[config.mk]
export PLATFORM = sky130hd
export DESIGN_NAME = pct_port_ctrl
export DESIGN_NICKNAME = d
export VERILOG_FILES = /design/src/pct_pkg.sv /design/src/pct_timer_if.sv /design/src/pct_port_ctrl.sv /design/src/pct_duty_timer.sv
export SDC_FILE = /design/constraint.sdc
export NUM_CORES = 1
export LEC_CHECK = 0
export CAP_MARGIN = 20
export CELL_PAD_IN_SITES_DETAIL_PLACEMENT = 0
export CELL_PAD_IN_SITES_GLOBAL_PLACEMENT = 2
export CORE_AREA = 2 2 294 209
export DETAILED_ROUTE_END_ITERATION = 10
export DIE_AREA = 0 0 296 211
export DONT_BUFFER_PORTS = 1
export PLACE_DENSITY = 0.79
export SLEW_MARGIN = 20
export SYNTH_ARGS = -nofsm -noshare
export SYNTH_HDL_FRONTEND = slang
export SYNTH_SLANG_ARGS = --single-unit
export TNS_END_PERCENT = 100
[constraint.sdc]
create_clock -name clk_sys_i -period 4.4 [get_ports clk_sys_i]
set_input_delay 0.22 -clock clk_sys_i [delete_from_list [all_inputs] [get_ports clk_sys_i]]
set_output_delay 0.22 -clock clk_sys_i [all_outputs]
set_load 0.005 [all_outputs]
[src/pct_pkg.sv]
// package of register map, field layout and timing constants for port control
package pct_pkg;

  // -----------------------------------------------------------------
  // register byte offsets (apb, one aligned word each)
  // -----------------------------------------------------------------
  localparam logic [7:0] REG_MODE = 8'h00; // two mode bits per port
  localparam logic [7:0] REG_ENABLE = 8'h04; // class/disc enables
  localparam logic [7:0] REG_CMD = 8'h08; // write-only command pulses
  localparam logic [7:0] REG_TIMING = 8'h0C; // timeout selects
  localparam logic [7:0] REG_STATUS = 8'h20; // per-port status bytes
  localparam logic [7:0] REG_FAULT = 8'h24; // per-port fault bits
  localparam logic [7:0] REG_FAULT_CLR = 8'h28; // write one to clear

  // -----------------------------------------------------------------
  // field positions
  // -----------------------------------------------------------------
  localparam int TM_DIS_LSB = 0;
  localparam int TM_CUT_LSB = 2;
  localparam int TM_START_LSB = 4;
  localparam int EN_CLASS_LSB = 0; // bits 3:0
  localparam int EN_DISC_LSB = 4; // bits 7:4
  localparam int CMD_CLASS_LSB = 0; // bits 3:0
  localparam int CMD_PON_LSB = 4; // bits 7:4
  localparam int CMD_POFF_LSB = 8; // bits 11:8
  localparam int ST_CLASS_LSB = 4; // class code bits 6:4 of status byte
  localparam int ST_POWER_BIT = 7;
  localparam int FLT_CUT_LSB = 0; // bits 3:0
  localparam int FLT_START_LSB = 4; // bits 7:4
  localparam int FLT_DIS_LSB = 8; // bits 11:8

  // -----------------------------------------------------------------
  // reset values
  // -----------------------------------------------------------------
  localparam logic [7:0] MODE_RESET = 8'h00;
  localparam logic [7:0] ENABLE_RESET = 8'hFF;
  localparam logic [5:0] TIMING_RESET = 6'h00;

  // -----------------------------------------------------------------
  // timing
  // -----------------------------------------------------------------
  localparam int CLK_MHZ = 40;
  localparam int GATE_HOLD_US = 100;
  localparam int GATE_HOLD_CYC = GATE_HOLD_US * CLK_MHZ;
  localparam int SLOW_DIV = 16; // down-count at 1/16th of up rate
  localparam int CNT_W = 16;
  // class band passes the probe, the model and two flops before use
  localparam int CLASS_CYC = 8;
  // limit sense lags the gate by this many startup ticks
  localparam int LIMIT_SETTLE_CYC = 6;

  // -----------------------------------------------------------------
  // types
  // -----------------------------------------------------------------
  typedef enum logic [1:0]
  {
    MODE_SHUTDOWN = 2'h0,
    MODE_MANUAL = 2'h1,
    MODE_SEMI = 2'h2,
    MODE_AUTO = 2'h3
  } pct_mode_t;

  typedef enum logic [2:0]
  {
    ST_IDLE = 3'h0,
    ST_CLASS = 3'h1,
    ST_WAIT_PON = 3'h3,
    ST_START = 3'h2,
    ST_ON = 3'h6
  } pct_state_t;

  // map a measured class current code band to a class code
  // bands are resolved by the analog front end into a 3-bit band code per port
  function automatic logic [2:0] pct_class_code(input logic [2:0] band);
    pct_class_code = (band > 3'h4) ? 3'h0 : band;
  endfunction

  // select one of four full-count values
  function automatic logic [CNT_W-1:0] pct_full(input logic [1:0] sel,
    input logic [CNT_W-1:0] base);
    pct_full = base << sel;
  endfunction

endpackage

[src/pct_timer_if.sv]
// interface between the port sequencer and its duty-cycle timer
`timescale 1ns/100ps
interface pct_timer_if;
  logic over; // current above cut threshold
  logic clear; // reset count to zero
  logic [15:0] full; // selected full count
  logic expired; // count reached full
  logic zero; // count is zero
  modport ctl (output over, output clear, output full, input expired,
    input zero);
  modport tmr (input over, input clear, input full, output expired,
    output zero);
endinterface

[src/pct_port_ctrl.sv]
// four-port power controller: class sequencing and fault timers
//
// Contract
// - each port runs in one of four modes
// - cut or startup fault removes power always
// - classify after detect, or manual on command
// - write class code into port status
// - map classification current band to 0..4
// - class 4 reported, powered as class 0
// - auto mode powers regardless of class
// - no classify when shutdown, powered, disabled; waiting for power-on, a new detection classifies even when disabled
// - cut timer full while over: off, fault
// - cut timeout from timing bits 3:2
// - count up over, down at 1/16
// - refuse repower until count back zero
// - ignore power-on command before count zero
// - auto repowers only after new detection
// - startup timer starts every power-up
// - startup timeout replaces cut during startup
// - disconnect timer held during startup
// - limit throughout startup gives startup fault
// - no fault if load appears in time
// - startup timeout from timing bits 5:4
// - short circuit releases gate after 100us
//
// The implementer's own choices: register access over APB and the register offsets.
`timescale 1ns/100ps
module pct_port_ctrl
  import pct_pkg::*;
#(
  parameter int PORTS = 4,
  parameter logic [15:0] CUT_BASE = 16'h0800,
  parameter logic [15:0] START_BASE = 16'h0800,
  parameter logic [15:0] DIS_BASE = 16'h1000,
  parameter int GATE_HOLD = GATE_HOLD_CYC
)
(
  input wire logic clk_sys_i,
  input wire logic rstn_i,
  // apb slave
  input wire logic psel_i,
  input wire logic penable_i,
  input wire logic pwrite_i,
  input wire logic [7:0] paddr_i,
  input wire logic [31:0] pwdata_i,
  output logic [31:0] prdata_o,
  output logic pready_o,
  output logic pslverr_o,
  // analog front end, asynchronous
  input wire logic [3:0] detect_good_i,
  input wire logic [11:0] class_band_i,
  input wire logic [3:0] over_cut_i,
  input wire logic [3:0] at_limit_i,
  input wire logic [3:0] short_i,
  input wire logic [3:0] under_min_i,
  output logic [3:0] gate_on_o,
  output logic [3:0] class_run_o
);

  // -----------------------------------------------------------------
  // input synchronisers
  // -----------------------------------------------------------------
  logic [31:0] sy1_q;
  logic [31:0] sy2_q;
  always_ff @(posedge clk_sys_i or negedge rstn_i)
  begin
    if (!rstn_i)
    begin
      sy1_q <= '0;
      sy2_q <= '0;
    end
    else
    begin
      sy1_q <= {detect_good_i, under_min_i, short_i, at_limit_i, over_cut_i,
        class_band_i};
      sy2_q <= sy1_q;
    end
  end
  logic [3:0] det2_q;
  assign det2_q = sy2_q[31:28]; // synchronised detection level
  logic [3:0] det_prev_q;
  logic [3:0] det_rise;
  always_ff @(posedge clk_sys_i or negedge rstn_i)
  begin
    if (!rstn_i)
      det_prev_q <= '0;
    else
      det_prev_q <= det2_q;
  end
  assign det_rise = det2_q & ~det_prev_q; // one new detection cycle

  // -----------------------------------------------------------------
  // registers
  // -----------------------------------------------------------------
  logic [7:0] mode_q;
  logic [7:0] enable_q;
  logic [5:0] timing_q;
  logic [11:0] fault_q;
  logic [11:0] fault_set;
  logic [3:0] cmd_class;
  logic [3:0] cmd_pon;
  logic [3:0] cmd_poff;
  logic [7:0] status_b [PORTS];
  logic wr_en;
  logic rd_en;
  assign wr_en = psel_i && penable_i && pwrite_i;
  assign rd_en = psel_i && penable_i && !pwrite_i;
  assign cmd_class = (wr_en && paddr_i == REG_CMD) ?
    pwdata_i[CMD_CLASS_LSB +: 4] : 4'h0;
  assign cmd_pon = (wr_en && paddr_i == REG_CMD) ?
    pwdata_i[CMD_PON_LSB +: 4] : 4'h0;
  assign cmd_poff = (wr_en && paddr_i == REG_CMD) ?
    pwdata_i[CMD_POFF_LSB +: 4] : 4'h0;

  // configuration writes
  always_ff @(posedge clk_sys_i or negedge rstn_i)
  begin
    if (!rstn_i)
    begin
      mode_q <= MODE_RESET;
      enable_q <= ENABLE_RESET;
      timing_q <= TIMING_RESET;
    end
    else if (wr_en)
    begin
      if (paddr_i == REG_MODE)
        mode_q <= pwdata_i[7:0];
      if (paddr_i == REG_ENABLE)
        enable_q <= pwdata_i[7:0];
      if (paddr_i == REG_TIMING)
        timing_q <= pwdata_i[5:0];
    end
  end

  // fault bits: a hardware set wins over a software clear
  always_ff @(posedge clk_sys_i or negedge rstn_i)
  begin
    if (!rstn_i)
      fault_q <= '0;
    else if (wr_en && paddr_i == REG_FAULT_CLR)
      fault_q <= (fault_q & ~pwdata_i[11:0]) | fault_set;
    else
      fault_q <= fault_q | fault_set;
  end

  // apb answer: zero wait states, unmapped reads as zero with error
  logic mapped;
  assign mapped = paddr_i == REG_MODE || paddr_i == REG_ENABLE ||
    paddr_i == REG_CMD || paddr_i == REG_TIMING ||
    paddr_i == REG_STATUS || paddr_i == REG_FAULT ||
    paddr_i == REG_FAULT_CLR;
  always_ff @(posedge clk_sys_i or negedge rstn_i)
  begin
    if (!rstn_i)
    begin
      prdata_o <= '0;
      pready_o <= 1'b0;
      pslverr_o <= 1'b0;
    end
    else
    begin
      pready_o <= psel_i && !penable_i;
      pslverr_o <= psel_i && !penable_i && !mapped;
      prdata_o <= '0;
      if (psel_i && !penable_i && !pwrite_i)
        unique case (paddr_i)
          REG_MODE: prdata_o <= {24'h0, mode_q};
          REG_ENABLE: prdata_o <= {24'h0, enable_q};
          REG_TIMING: prdata_o <= {26'h0, timing_q};
          REG_STATUS: prdata_o <= {status_b[3], status_b[2], status_b[1],
            status_b[0]};
          REG_FAULT: prdata_o <= {20'h0, fault_q};
          default: prdata_o <= '0;
        endcase
    end
  end

  // -----------------------------------------------------------------
  // per-port sequencers
  // -----------------------------------------------------------------
  genvar p;
  generate
    for (p = 0; p < PORTS; p++)
    begin : g_port
      pct_timer_if cut_if ();
      pct_timer_if st_if ();
      pct_state_t st_q;
      pct_mode_t mode;
      logic [2:0] class_q;
      logic [CNT_W-1:0] dis_q;
      logic [12:0] hold_q;
      logic gate_q;
      logic over;
      logic in_start;
      logic cut_trip;
      logic start_trip;
      logic dis_trip;
      logic limit_all_q;
      logic rearm_q;
      logic class_ok;

      assign mode = pct_mode_t'(mode_q[2*p +: 2]);
      assign over = sy2_q[12 + p];
      assign in_start = (st_q == ST_START);
      // no classification from idle in shutdown, powered or disabled
      assign class_ok = mode != MODE_SHUTDOWN && !gate_q &&
        enable_q[EN_CLASS_LSB + p];

      // cut timer counts outside startup, startup timer inside it
      assign cut_if.over = over && !in_start && gate_q;
      assign cut_if.clear = 1'b0;
      assign cut_if.full = pct_full(timing_q[TM_CUT_LSB +: 2],
        CUT_BASE);
      assign st_if.over = over && in_start;
      assign st_if.clear = 1'b0;
      assign st_if.full = pct_full(timing_q[TM_START_LSB +: 2],
        START_BASE);

      pct_duty_timer u_cut
      (
        .clk_sys_i(clk_sys_i),
        .rstn_i(rstn_i),
        .t(cut_if.tmr)
      );
      pct_duty_timer u_st
      (
        .clk_sys_i(clk_sys_i),
        .rstn_i(rstn_i),
        .t(st_if.tmr)
      );

      assign cut_trip = gate_q && !in_start && over &&
        cut_if.expired;
      // startup period ends after startup full count of ticks
      assign start_trip = in_start && dis_q >= st_if.full &&
        (limit_all_q || st_if.expired);
      assign dis_trip = st_q == ST_ON && enable_q[EN_DISC_LSB + p] &&
        dis_q >= pct_full(timing_q[TM_DIS_LSB +: 2], DIS_BASE);
      assign fault_set[FLT_CUT_LSB + p] = cut_trip;
      assign fault_set[FLT_START_LSB + p] = start_trip;
      assign fault_set[FLT_DIS_LSB + p] = dis_trip;

      // port sequencing
      always_ff @(posedge clk_sys_i or negedge rstn_i)
      begin
        if (!rstn_i)
        begin
          st_q <= ST_IDLE;
          class_q <= 3'h0;
          rearm_q <= 1'b0;
        end
        else if (mode == MODE_SHUTDOWN || cut_trip || start_trip ||
          dis_trip || cmd_poff[p])
        begin
          st_q <= ST_IDLE;
          rearm_q <= cut_trip || start_trip;
          if (mode == MODE_SHUTDOWN)
            class_q <= 3'h0;
        end
        else
        begin
          if (cut_if.zero && det2_q[p] && st_q == ST_IDLE)
            rearm_q <= 1'b0; // needs fresh detection after zero
          unique case (st_q)
            ST_IDLE:
              if (class_ok && (cmd_class[p] || (mode != MODE_MANUAL &&
                det2_q[p])))
                st_q <= ST_CLASS;
              else if (cmd_pon[p] && cut_if.zero &&
                mode != MODE_AUTO)
                st_q <= ST_START;
            ST_CLASS:
              if (dis_q == CNT_W'(CLASS_CYC))
              begin
                class_q <= pct_class_code(sy2_q[3*p +: 3]);
                if (mode == MODE_AUTO && det2_q[p] && cut_if.zero &&
                  !rearm_q)
                  st_q <= ST_START;
                else if (mode == MODE_SEMI)
                  st_q <= ST_WAIT_PON;
                else
                  st_q <= ST_IDLE;
              end
            ST_WAIT_PON:
              if (cmd_pon[p] && cut_if.zero)
                st_q <= ST_START;
              else if (det_rise[p])
                st_q <= ST_CLASS;
            ST_START:
              if (dis_q >= st_if.full)
                st_q <= ST_ON;
            ST_ON:
              st_q <= ST_ON;
            default:
              st_q <= ST_IDLE;
          endcase
        end
      end

      // startup tick count, then disconnect count (held in startup)
      always_ff @(posedge clk_sys_i or negedge rstn_i)
      begin
        if (!rstn_i)
        begin
          dis_q <= '0;
          limit_all_q <= 1'b0;
        end
        else if (st_q == ST_CLASS)
        begin
          // wait for the band to settle, leave with the count at zero
          dis_q <= (dis_q == CNT_W'(CLASS_CYC)) ? '0 : dis_q + 1'b1;
          limit_all_q <= 1'b1;
        end
        else if (st_q == ST_IDLE || st_q == ST_WAIT_PON)
        begin
          dis_q <= '0;
          limit_all_q <= 1'b1;
        end
        else if (in_start)
        begin
          limit_all_q <= limit_all_q && (sy2_q[16 + p] ||
            dis_q < CNT_W'(LIMIT_SETTLE_CYC));
          dis_q <= (dis_q >= st_if.full) ? '0 : dis_q + 1'b1;
        end
        else
          dis_q <= sy2_q[24 + p] ? dis_q + 1'b1 : '0;
      end

      // short circuit gate pull-down and release
      always_ff @(posedge clk_sys_i or negedge rstn_i)
      begin
        if (!rstn_i)
        begin
          hold_q <= '0;
          gate_q <= 1'b0;
        end
        else
        begin
          if (sy2_q[20 + p] && (st_q == ST_START || st_q == ST_ON))
            hold_q <= 13'(GATE_HOLD);
          else if (hold_q != '0)
            hold_q <= hold_q - 1'b1;
          gate_q <= (st_q == ST_START || st_q == ST_ON) &&
            !sy2_q[20 + p] && hold_q == '0;
        end
      end

      assign status_b[p] = {gate_q, class_q, 4'h0};
      assign gate_on_o[p] = gate_q;

      // classification pulse out
      always_ff @(posedge clk_sys_i or negedge rstn_i)
      begin
        if (!rstn_i)
          class_run_o[p] <= 1'b0;
        else
          class_run_o[p] <= (st_q == ST_CLASS);
      end

      // cut fault only when over at full count
      property p_cut;
        @(posedge clk_sys_i) disable iff (!rstn_i)
        fault_set[FLT_CUT_LSB + p] |-> over && cut_if.expired;
      endproperty
      a_cut: assert property (p_cut) else $error("cut fault no cause");
    end
  endgenerate

endmodule

[src/pct_duty_timer.sv]
// up/down duty-cycle protection counter
`timescale 1ns/100ps
module pct_duty_timer
  import pct_pkg::*;
(
  input wire logic clk_sys_i,
  input wire logic rstn_i,
  pct_timer_if.tmr t
);

  logic [CNT_W-1:0] cnt_q;
  logic [3:0] div_q;

  // -----------------------------------------------------------------
  // counter
  // -----------------------------------------------------------------
  // up every tick when over, down once per sixteen ticks otherwise
  always_ff @(posedge clk_sys_i or negedge rstn_i)
  begin
    if (!rstn_i)
    begin
      cnt_q <= '0;
      div_q <= '0;
    end
    else if (t.clear)
    begin
      cnt_q <= '0;
      div_q <= '0;
    end
    else if (t.over)
    begin
      div_q <= '0;
      if (cnt_q < t.full)
        cnt_q <= cnt_q + 1'b1;
    end
    else
    begin
      div_q <= div_q + 1'b1;
      if (div_q == 4'(SLOW_DIV - 1) && cnt_q != '0)
        cnt_q <= cnt_q - 1'b1; // saturates at zero
    end
  end

  assign t.expired = (cnt_q >= t.full);
  assign t.zero = (cnt_q == '0);

  // -----------------------------------------------------------------
  // checks
  // -----------------------------------------------------------------
  property p_up;
    @(posedge clk_sys_i) disable iff (!rstn_i)
    t.over && !t.clear && cnt_q < t.full |=> cnt_q == $past(cnt_q) + 1'b1;
  endproperty
  a_up: assert property (p_up) else $error("count did not rise");

  property p_top;
    @(posedge clk_sys_i) disable iff (!rstn_i)
    t.over && !t.clear && cnt_q >= t.full |=> cnt_q == $past(cnt_q);
  endproperty
  a_top: assert property (p_top) else $error("count past full");

  property p_slow;
    @(posedge clk_sys_i) disable iff (!rstn_i)
    !t.over && !t.clear && div_q != 4'(SLOW_DIV - 1) |=>
      cnt_q == $past(cnt_q);
  endproperty
  a_slow: assert property (p_slow) else $error("fast decay");

  property p_down;
    @(posedge clk_sys_i) disable iff (!rstn_i)
    !t.over && !t.clear && div_q == 4'(SLOW_DIV - 1) && cnt_q != '0 |=>
      cnt_q == $past(cnt_q) - 1'b1;
  endproperty
  a_down: assert property (p_down) else $error("no decay step");

  property p_floor;
    @(posedge clk_sys_i) disable iff (!rstn_i)
    !t.over && !t.clear && t.zero |=> t.zero;
  endproperty
  a_floor: assert property (p_floor) else $error("underflow");

  // main scenarios: a timeout, and a count that decays back to zero
  c_expired: cover property (@(posedge clk_sys_i) disable iff (!rstn_i)
    t.expired);
  c_back_zero: cover property (@(posedge clk_sys_i) disable iff (!rstn_i)
    !t.zero ##1 t.zero);
  c_step: cover property (@(posedge clk_sys_i) disable iff (!rstn_i)
    !t.over && div_q == 4'(SLOW_DIV - 1) && !t.zero);

endmodule

## Yosys cells after proc, flatten, opt, wreduce, memory -nomap -nowiden

Index checks and enable logic that the tools add are counted.
Widths: inputs -> output; s select.

- Flip-flop bits (word level): 452
- Input port bits: 77
- Output and inout port bits: 42
- Word-level logic and storage cells: 619

- Add/subtract/negate cells: 32
- $lt $le $gt $ge: 32
- Eq/ne operators: 78
- Shift-type cells: 3
- Muxes and demuxes: 150
- Bitwise operators: 6
- Reductions and logical operators: 260

Operator list:

| kind | number |
|---|---|
| $mux 16 | 48 |
| $ge 16x16->1 | 16 |
| $add 16x1->16 const B | 12 |
| $pmux 32 s5 | 1 |
| $mux 3 | 48 |
| $lt 16x16->1 | 8 |
| $reduce_bool 16->1 | 8 |
| $sub 16x1->16 const B | 8 |
| $logic_and 1x1->1 | 115 |
| $mux 13 | 8 |
| $eq 16x4->1 const B | 4 |
| $logic_not 16->1 | 4 |
| $lt 16x3->1 const B | 4 |
| $pmux 3 s5 | 4 |
| $reduce_bool 2->1 | 28 |
| $logic_not 13->1 | 4 |
| $reduce_bool 13->1 | 4 |
| $sub 13x1->13 const B | 4 |
| $logic_or 1x1->1 | 46 |
| $mux 4 | 11 |
| $add 4x1->4 const B | 8 |
| $eq 4x4->1 const B | 8 |
| $mux 32 | 1 |
| $shl 12x2->16 const A | 2 |
| other kinds (31) | 157 |

## Logic depth before layout (Yosys ltp)

Gate-level depths: netlist (run 1).

- Word-level depth: 11
- Mapped depth: 16
- Depth with buffers taken out: 15

## By module

Synthesis (run 1) repeated with hierarchy kept, for this count alone.

- Cells, all modules: 3,129
- Area, all modules: 29,728.5 um^2

By module, submodules not included:

| module | instances | cells an instance | area each (um^2) | sequential area each (um^2) |
|---|---|---|---|---|
| pct_duty_timer | 8 | 235 | 2,065.7 | 500.5 |
| pct_port_ctrl | 1 | 1,249 | 13,202.7 | 7,116.8 |

## Worst setup path before layout (run 1)

No wires, ideal clock.

- Kind: register to register
- Start: register g_port[2].st_q[0]
- End: register g_port[2].u_cut.cnt_q[15]
- Library setup time: 0.121 ns
- Arrival: 3.632 ns
- Data required time: 4.279 ns
- Slack: 0.647 ns
- Stages on the path, launching flop included: 15
- Buffers on the path: 1
- Clock period less this slack: 3.753 ns
- Cells stage by stage: dfrtp_1 > buf_2 > nand2b_1 > nor2_1 > nor2_1 > inv_1 > ha_1 > a2111oi_0 > o21a_1 > nor3b_1 > o41ai_2 > o21ai_0 > o41ai_1 > mux2_2 > o22a_1

- Longest elaborated chain between the ends: 6
- Elaborated cells on any way between the ends: 8
- Those cells by class: eq/ne: 2; mux: 1; reduce/logical: 5

Ends and longest elaborated chain:

| item | line | source |
|---|---|---|
| from (decl) | pct_port_ctrl.sv:187 | `pct_state_t st_q;` |
| from (signal assigned) | pct_port_ctrl.sv:248 | `st_q <= ST_IDLE;` |
| from (signal assigned) | pct_port_ctrl.sv:255 | `st_q <= ST_IDLE;` |
| from (signal assigned) | pct_port_ctrl.sv:268 | `st_q <= ST_CLASS;` |
| $eq 3x2->1 * | pct_port_ctrl.sv:204 | `assign in_start = (st_q == ST_START);` |
| $logic_not 1->1 * | pct_port_ctrl.sv:210 | `assign cut_if.over = over && !in_start && gate_q;` |
| $logic_and 1x1->1 * (2 in a row) | pct_port_ctrl.sv:210 |  |
| $ne 2x1->1 (no line) or $reduce_bool 2->1 (tied branches) | n/a |  |
| $reduce_and 2->1 (no line) | n/a |  |
| to (signal assigned) | pct_duty_timer.sv:34 | `cnt_q <= cnt_q + 1'b1;` |
| to (signal assigned) | pct_duty_timer.sv:40 | `cnt_q <= cnt_q - 1'b1;` |
| to (decl) | pct_duty_timer.sv:11 | `logic [CNT_W-1:0] cnt_q;` |

Mark *: on every way between the ends. The rest lies on a longest branch, timed or not.
A chain may end at the register's enable or synchronous reset.

## Worst setup path in the final report (run 1)

- Start: register g_port[3].st_q[0]
- End: register g_port[3].u_cut.cnt_q[12]

- Longest elaborated chain between the ends: 6
- Elaborated cells on any way between the ends: 8
- Those cells by class: eq/ne: 2; mux: 1; reduce/logical: 5

Ends and longest elaborated chain:

| item | line |
|---|---|
| from (decl) | pct_port_ctrl.sv:187 |
| from (signal assigned) | pct_port_ctrl.sv:248 |
| from (signal assigned) | pct_port_ctrl.sv:255 |
| from (signal assigned) | pct_port_ctrl.sv:268 |
| $eq 3x2->1 * | pct_port_ctrl.sv:204 |
| $logic_not 1->1 * | pct_port_ctrl.sv:210 |
| $logic_and 1x1->1 * (2 in a row) | pct_port_ctrl.sv:210 |
| $ne 2x1->1 (no line) or $reduce_bool 2->1 (tied branches) | n/a |
| $reduce_and 2->1 (no line) | n/a |
| to (signal assigned) | pct_duty_timer.sv:34 |
| to (signal assigned) | pct_duty_timer.sv:40 |
| to (decl) | pct_duty_timer.sv:11 |

Marks and branches as above.

==> results of run 1 <==
worst register-to-register path, delay by kind of cell, from the launching register on:
family,cells,cell delay [ns]
AO/OA/AOI/OAI,7,1.45
flip-flops,1,0.51
multiplexers,1,0.26
AND/OR/NAND/NOR,3,0.70
adder cells (fa/ha/maj),1,0.52
XOR/XNOR,1,0.08
buffers and inverters,1,0.39
cell usage in the layout (no fill, tap or decap), types with 13 or more instances in the layout:
master / count
ha_1: 196
o21a_1: 42
and2_1: 23
o21ai_1: 13
and3_1: 51
a22oi_1: 18
a21oi_1: 134
nand2b_1: 44
buf_4: 41
dlygate4sd3_1: 51
xnor2_1: 122
a31oi_1: 21
mux2_2: 59
mux2i_1: 14
inv_1: 70
a211oi_1: 16
o21bai_1: 23
or3_1: 22
nor2_1: 259
clkbuf_16: 49
nor4_1: 57
nor2b_1: 20
dfrtp_1: 436
xor2_1: 84
o21ai_0: 132
clkinv_2: 13
nor3_1: 49
a21o_1: 37
nand4_1: 15
nand2_1: 223
nand3_1: 73
worst paths after layout:
| check | slack, ns | start | end |
|---|---|---|---|
| max | 0.38 | g_port[3].st_q[0]$_DFFE_PN0P_ | g_port[3].u_cut.cnt_q[12]$_DFFE_PN0P_ |
| min reg2reg | 0.35 | sy1_q[17]$_DFF_PN0_ | sy2_q[17]$_DFF_PN0_ |
| max in group asynchronous | 3.54 | rstn_i | g_port[3].u_st.cnt_q[13]$_DFFE_PN0P_ |
| min | -0.68 | rstn_i | g_port[0].u_cut.cnt_q[6]$_DFFE_PN0P_ |
| min in group clk_sys_i | 0.10 | pwrite_i | prdata_o[10]$_DFF_PN0_ |
| max reg2reg | 0.38 | g_port[3].st_q[0]$_DFFE_PN0P_ | g_port[3].u_cut.cnt_q[12]$_DFFE_PN0P_ |
metal layers:
metal  global-route usage [%]  up-vias  wire length (um)
met5                        0        -                16
met4                     4.46        2               938
met3                     4.42       64              3230
met2                     28.6      295             25300
met1                     30.4     8832             31400
li1                         -     9083                 -
power by group through the flow:
stage	clock, mW	combinational (mW)	sequential (mW)
6_report	4.17	3.05	5.08
5_1_grt	4.47	3.50	5.17
4_1_cts	4.30	3.06	5.08
3_5_place_dp	0	2.98	5.15
3_3_place_gp	0	2.93	5.13
2_1_floorplan	0	2.52	4.99
cells in the mapped netlist, types with 8 or more instances:
library cell	instances	share of area, %
a22oi_1	18	0.55
o21a_1	42	1.3
ha_1	196	9.9
nor2_1	259	3.9
o21bai_1	23	0.70
dfrtp_1	436	44
fa_1	8	0.65
or2_2	9	0.23
xnor2_1	122	4.3
buf_2	11	0.22
nor4_1	57	1.4
nand3b_1	12	0.36
o21ai_0	132	2.7
and4_1	8	0.28
mux2i_1	14	0.57
nand2_1	223	3.4
o21ai_1	14	0.28
a211o_1	8	0.28
clkbuf_1	34	0.52
nor3_1	51	1.0
nand3_1	73	1.5
mux2_2	59	2.7
a21o_1	37	1.1
a31oi_1	23	0.58
dfstp_2	8	0.85
a21oi_1	135	2.7
nor2b_1	20	0.51
o41ai_1	8	0.28
and2_1	23	0.58
nand2b_1	44	1.1
or3_1	22	0.56
and3_1	51	1.3
xor2_1	84	3.0
buf_4	12	0.36
inv_1	70	1.1
a211oi_1	16	0.49
nand4_1	15	0.38
logic make-up after synthesis:
| family | after synthesis | synth area share, % |
|---|---|---|
| AO/OA/AOI/OAI | 523 | 13.4 |
| AND/OR/NAND/NOR | 909 | 18.2 |
| adder cells (fa/ha/maj) | 204 | 10.6 |
| XOR/XNOR | 206 | 7.30 |
| buffers and inverters | 132 | 2.24 |
| other | 1 | 0.0152 |
| multiplexers | 73 | 3.25 |
| flip-flops | 444 | 45.0 |
area by class of cell:
| cell class | instances | area [um^2] | area share (%) |
|---|---|---|---|
| inverter | 70 | 263 | 0.941 |
| clock inverter | 18 | 171 | 0.614 |
| antenna | 3 | 7.51 | 0.0269 |
| tap | 808 | 1010 | 3.62 |
| timing repair buffer | 92 | 818 | 2.93 |
| clock buffer | 69 | 1420 | 5.09 |
| sequential | 444 | 11100 | 39.8 |
| multi-input combinational | 1923 | 13100 | 46.9 |
metrics by stage:
| stage | setup WS (ns) | instances | total power, mW | instance area [um^2] |
|---|---|---|---|---|
| after floorplan | 0.647 | 2499 | 7.51 | 24800 |
| after global placement | 0.533 | 3286 | 8.07 | 25800 |
| after detailed placement | 0.488 | 3286 | 8.13 | 25800 |
| after CTS | 0.470 | 3424 | 12.4 | 27900 |
| after global routing | 0.0421 | 3424 | 13.1 | 27900 |
| final | 0.382 | 3427 | 12.3 | 27900 |
flip-flops by register name, indices dropped and copies added (netlist names), 6 cells and up:
| register | flops |
|---|---|
| g_port.dis_q | 64 |
| g_port.st_q | 12 |
| g_port.u_cut.div_q | 16 |
| g_port.class_q | 12 |
| mode_q | 8 |
| g_port.hold_q | 52 |
| fault_q | 12 |
| g_port.u_st.div_q | 16 |
| g_port.u_cut.cnt_q | 64 |
| timing_q | 6 |
| g_port.u_st.cnt_q | 64 |
| sy2_q | 32 |
| sy1_q | 32 |
| enable_q | 8 |
| prdata_o | 24 |
==> results.py, run 1 <==
metrics = {
    "power": {
        "p_comb_share_pct": 24.8,
        "vdd_drop_max_v": 0.000284,
        "p_sw_share_pct": 31.0,
        "clkPwrFrac_pct": 33.9,
        "p_seq_share_pct": 41.3,
        "p_switching_mw": 3.82,
        "power.internal_mw": 8.48,
        "leakagePower_nw": 12.6,
        "cellPowerDensity_nw_per_um2": 440,
    },
    "cts": {
        "cts_buffers": 48,
        "cts-root-buf": "clkbuf_16",
        "cts_buffer_depth": 3,
        "clk_pin_slew_ns": 0.06,
        "cts_setup_buffers": 0,
        "clkLatencyLatePin_ns": 0.60,
        "tritoncts": "yes",
        "post_cts_resize_count": 0,
        "htree_levels": 2,
        "cts_hold_buffers": 51,
        "cts.sinks": 444,
    },
    "synth": {
        "ys_ff_latch": 444,
        "ys_seq_area_share_pct": 45.0,
        "synth-edff-count": 0,
        "async_reset_ff_share_pct": 100,
        "synth_flop_cell": "dfrtp_1",
        "syn-instance-count": 2492,
        "synthDistinctLibCells": 78,
        "syn_area_um2": 24700,
        "yosys_warnings": 0,
        "syn-mean-instance-area_um2": 9.92,
    },
    "timing": {
        "setup_viol": 0,
        "rsz0062_at_grt": "false",
        "fmax_mhz": 249,
        "fin_crit_sh_pct": 91.3,
        "tightest_slew_ns": 1.92,
        "maxSlewHeadroom_pct": -27.8,
        "tns_ns": 0,
        "skew_ns": 0.0144,
        "slew_viol_final": 193,
        "period_minus_slack_ns": 4.02,
        "final-hold-violation-count": 438,
        "whs_ns": -0.679,
    },
    "critical_path": {
        "crit_type": "register to register",
        "crit_buf_inv": 1,
        "cpMaxStageDelayCell": "dfrtp_1",
        "crit_family": "compound AO/OA/AOI/OAI gates",
        "cp.required_ns": 4.87,
        "worst_setup_path_end_kind": "register",
        "startpoint_type": "register",
        "cp.arrival_ns": 4.49,
        "crit_chain": "nand2b_1, nor2_1, nor2_1, inv_1, fa_1, a21o_1, a21o_1, a21oi_1, o31ai_1, a31oi_1, o21bai_1, a21oi_1, xnor2_1, mux2_2",
        "cpPeakStageDelay_ns": 0.51,
        "worstPathMaxFanout": 13,
        "reg2reg_depth": 14,
        "worst-path-stages": 14,
    },
    "floorplan": {
        "initial_core_util_pct": 41.6,
        "die_y_um": 211,
        "ioPinCount": 119,
        "design.die.area_um2": 62500,
        "fp.dieW_um": 296,
        "rows": 75,
        "core_area_um2": 59500,
    },
    "hold_path": {
        "hold_class": "primary input to asynchronous set/reset pin",
    },
    "grt": {
        "grt_pass1_wl_mm": 99.3,
        "grt_antenna_before_repair": 2,
        "grt_pass1_vias": 17900,
        "grt-ovfl-total": 0,
        "grt_usage_pct": 19.9,
        "grt_max_degree": 445,
    },
    "drt": {
        "drt_wl_total_mm": 60.8,
        "drt-initial-drc-count": 1174,
        "drc_errors": 0,
        "ant_nets": 0,
        "firstDrtPassIters": 5,
        "wl_per_cell_um": 17.7,
        "avgViaCountPerCell": 5.33,
        "vias": 18300,
    },
    "layout": {
        "drive_above_1_share_pct": 9.10,
        "areaGrowthSynthToFinish_pct": 12.9,
        "fin_util_pct": 46.9,
        "layout.nets": 2860,
        "fill_cells": 5613,
    },
    "outcome": {
        "status": "finished with violations",
        "violations": "negative hold slack, max-slew violations",
    },
    "placed_design": {
        "routabilityCongestion": 0.841,
        "dp_hpwl_mm": 42.8,
        "io_buffer_count": 0,
    },
    "flow_run": {
        "drv_cap": 0,
    },
}
No activity file was read; power rests on OpenSTA's default activity.
==> run 2: changes to the inputs <==
--- a/config.mk
+++ b/config.mk
@@ -8,11 +8,11 @@
 export CAP_MARGIN = 20
 export CELL_PAD_IN_SITES_DETAIL_PLACEMENT = 0
 export CELL_PAD_IN_SITES_GLOBAL_PLACEMENT = 2
-export CORE_AREA = 2 2 294 209
+export CORE_AREA = 2 2 372 264
 export DETAILED_ROUTE_END_ITERATION = 10
-export DIE_AREA = 0 0 296 211
+export DIE_AREA = 0 0 374 266
 export DONT_BUFFER_PORTS = 1
-export PLACE_DENSITY = 0.79
+export PLACE_DENSITY = 0.54
 export SLEW_MARGIN = 20
 export SYNTH_ARGS = -nofsm -noshare
 export SYNTH_HDL_FRONTEND = slang
==> results.py, run 2 (synthesis gave the netlist of run 1 again) <==
metrics = {
    "power": {
        "leakagePower_nw": 12.9,
        "p_sw_share_pct": 30.6,
        "p_switching_mw": 4.03,
        "power.internal_mw": 9.14,
        "vdd_drop_max_v": 0.000226,
        "clkPwrFrac_pct": 37.9,
        "p_seq_share_pct": 38.7,
        "p_comb_share_pct": 23.4,
        "cellPowerDensity_nw_per_um2": 454,
    },
    "cts": {
        "cts.sinks": 444,
        "cts_buffers": 53,
        "cts-root-buf": "clkbuf_16",
        "cts_hold_buffers": 55,
        "cts_setup_buffers": 0,
        "htree_levels": 2,
        "cts_buffer_depth": 3,
        "clk_pin_slew_ns": 0.06,
        "tritoncts": "yes",
        "clkLatencyLatePin_ns": 0.62,
    },
    "drt": {
        "firstDrtPassIters": 5,
        "avgViaCountPerCell": 4.70,
        "wl_per_cell_um": 17.7,
        "drc_errors": 0,
        "drt_wl_total_mm": 69.4,
        "drt-initial-drc-count": 923,
        "ant_nets": 0,
        "vias": 18400,
    },
    "floorplan": {
        "fp.dieW_um": 374,
        "core_area_um2": 96500,
        "rows": 96,
        "die_y_um": 266,
        "initial_core_util_pct": 25.6,
        "design.die.area_um2": 99500,
        "ioPinCount": 119,
    },
    "critical_path": {
        "worst_setup_path_end_kind": "register",
        "cpMaxStageDelayCell": "dfrtp_1",
        "crit_buf_inv": 3,
        "cpPeakStageDelay_ns": 0.46,
        "reg2reg_from": "g_port[0].st_q[0]$_DFFE_PN0P_",
        "cp.arrival_ns": 4.50,
        "cp.required_ns": 4.94,
        "crit_chain": "inv_1, nand2_1, nor2_1, nor2_1, inv_1, buf_4, ha_1, and3_1, a311o_1, o31a_1, a31o_2, a31oi_1, xnor2_1, nand2_1, o21ai_1",
        "startpoint_type": "register",
        "r2r-end": "g_port[0].u_cut.cnt_q[15]$_DFFE_PN0P_",
        "crit_family": "compound AO/OA/AOI/OAI gates",
        "worstPathMaxFanout": 11,
        "reg2reg_slack_ns": 0.45,
        "crit_type": "register to register",
        "reg2reg_depth": 15,
    },
    "timing": {
        "maxSlewHeadroom_pct": 17.4,
        "skew_ns": 0.0192,
        "setup_viol": 0,
        "period_minus_slack_ns": 3.95,
        "fmax_mhz": 253,
        "fin_crit_sh_pct": 89.9,
        "rsz0062_at_grt": "false",
        "final-hold-violation-count": 444,
        "tightest_slew_ns": 1.24,
        "whs_ns": -0.686,
        "tns_ns": 0,
        "slew_viol_final": 0,
    },
    "hold_path": {
        "hold_class": "primary input to asynchronous set/reset pin",
    },
    "layout": {
        "seqCellArea_um2": 11100,
        "drive_above_1_share_pct": 10.2,
        "stdcell_count": 3920,
        "top_regs": "g_port.dis_q (64), g_port.u_cut.cnt_q (64), g_port.u_st.cnt_q (64)",
        "multi_input_area_um2": 13100,
        "final_common_cell": "dfrtp_1",
        "layout_common_cells": "436 x dfrtp_1, 258 x nor2_1, 223 x nand2_1",
        "areaGrowthSynthToFinish_pct": 17.3,
        "diodes": 0,
        "layout.nets": 2883,
        "fill_cells": 9969,
        "fin_area_um2": 29000,
    },
    "grt": {
        "grtUsageMet2_pct": 19.9,
        "grt_max_degree": 445,
        "grt_pass1_vias": 18500,
        "grt_usage_pct": 14.1,
        "met1_usage_pct": 21.7,
        "grt-ovfl-total": 0,
        "busiest_layer": "met1",
        "grt_antenna_before_repair": 7,
        "grt_use_met3_pct": 2.55,
        "grt_pass1_wl_mm": 110,
    },
    "placed_design": {
        "io_buffer_count": 0,
        "placed_cells": 3766,
        "dp_hpwl_mm": 49.2,
        "placed_cell_area_um2": 26500,
        "routabilityCongestion": 0.793,
    },
    "outcome": {
        "violations": "negative hold slack",
        "status": "finished with violations",
    },
    "flow_run": {
        "drv_cap": 0,
    },
}
-- run 2: per-stage QoR --
stage	setup WS (ns)	power, mW	hold slack (ns)	utilization (%)
finish	0.446	13.2	-0.686	30.1
global route	0.0605	14.1	-0.741	30.1
CTS	0.231	13.4	-0.749	30.1
detailed placement	0.242	8.21	-0.0642	27.5
global placement	0.220	8.18	-0.0655	27.5
floorplan	0.647	7.51	-0.0756	-
-- run 2: how the worst max path moves through the flow --
stage / startpoint / to / slack, ns / cells past startpoint
3_5_place_dp: g_port[2].st_q[0]$_DFFE_PN0P_ / g_port[2].u_cut.cnt_q[15]$_DFFE_PN0P_ / 0.24 / 14
3_3_place_gp: g_port[2].st_q[0]$_DFFE_PN0P_ / g_port[2].u_cut.cnt_q[15]$_DFFE_PN0P_ / 0.22 / 13
6_report: g_port[0].st_q[0]$_DFFE_PN0P_ / g_port[0].u_cut.cnt_q[15]$_DFFE_PN0P_ / 0.45 / 15
5_1_grt: g_port[0].st_q[0]$_DFFE_PN0P_ / g_port[0].u_cut.cnt_q[15]$_DFFE_PN0P_ / 0.06 / 15
2_1_floorplan: g_port[2].st_q[0]$_DFFE_PN0P_ / g_port[2].u_cut.cnt_q[15]$_DFFE_PN0P_ / 0.65 / 14
4_1_cts: g_port[2].st_q[0]$_DFFE_PN0P_ / g_port[2].u_cut.cnt_q[15]$_DFFE_PN0P_ / 0.23 / 14
-- run 2: per-layer routing --
metal,up-vias,wire length (um)
li1,9126,-
met1,8974,37300
met2,229,27800
met3,85,2680
met4,4,1500
met5,-,27
-- run 2: repair_timing --
action | 4_1_cts | 5_1_grt
endpoints found under the hold margin | 529 | 444
resized for setup | 0 | 2
setup endpoints to repair | 0 | 1
-- run 2: power groups by stage --
stage	sequential (mW)	combinational, mW	clock (mW)
finish	5.09	3.09	4.99
global route	5.18	3.56	5.36
CTS	5.10	3.11	5.19
detailed placement	5.17	3.03	0
global placement	5.17	3.01	0
floorplan	4.99	2.52	0
-- run 2: area by class of cell --
cell class | count | area share [%]
Multi-Input combinational cell | 1923 | 45.2
Clock buffer | 72 | 5.38
Sequential cell | 444 | 38.3
Clock inverter | 27 | 1.36
Inverter | 70 | 0.906
Tap cell | 1274 | 5.49
Timing Repair Buffer | 110 | 3.32
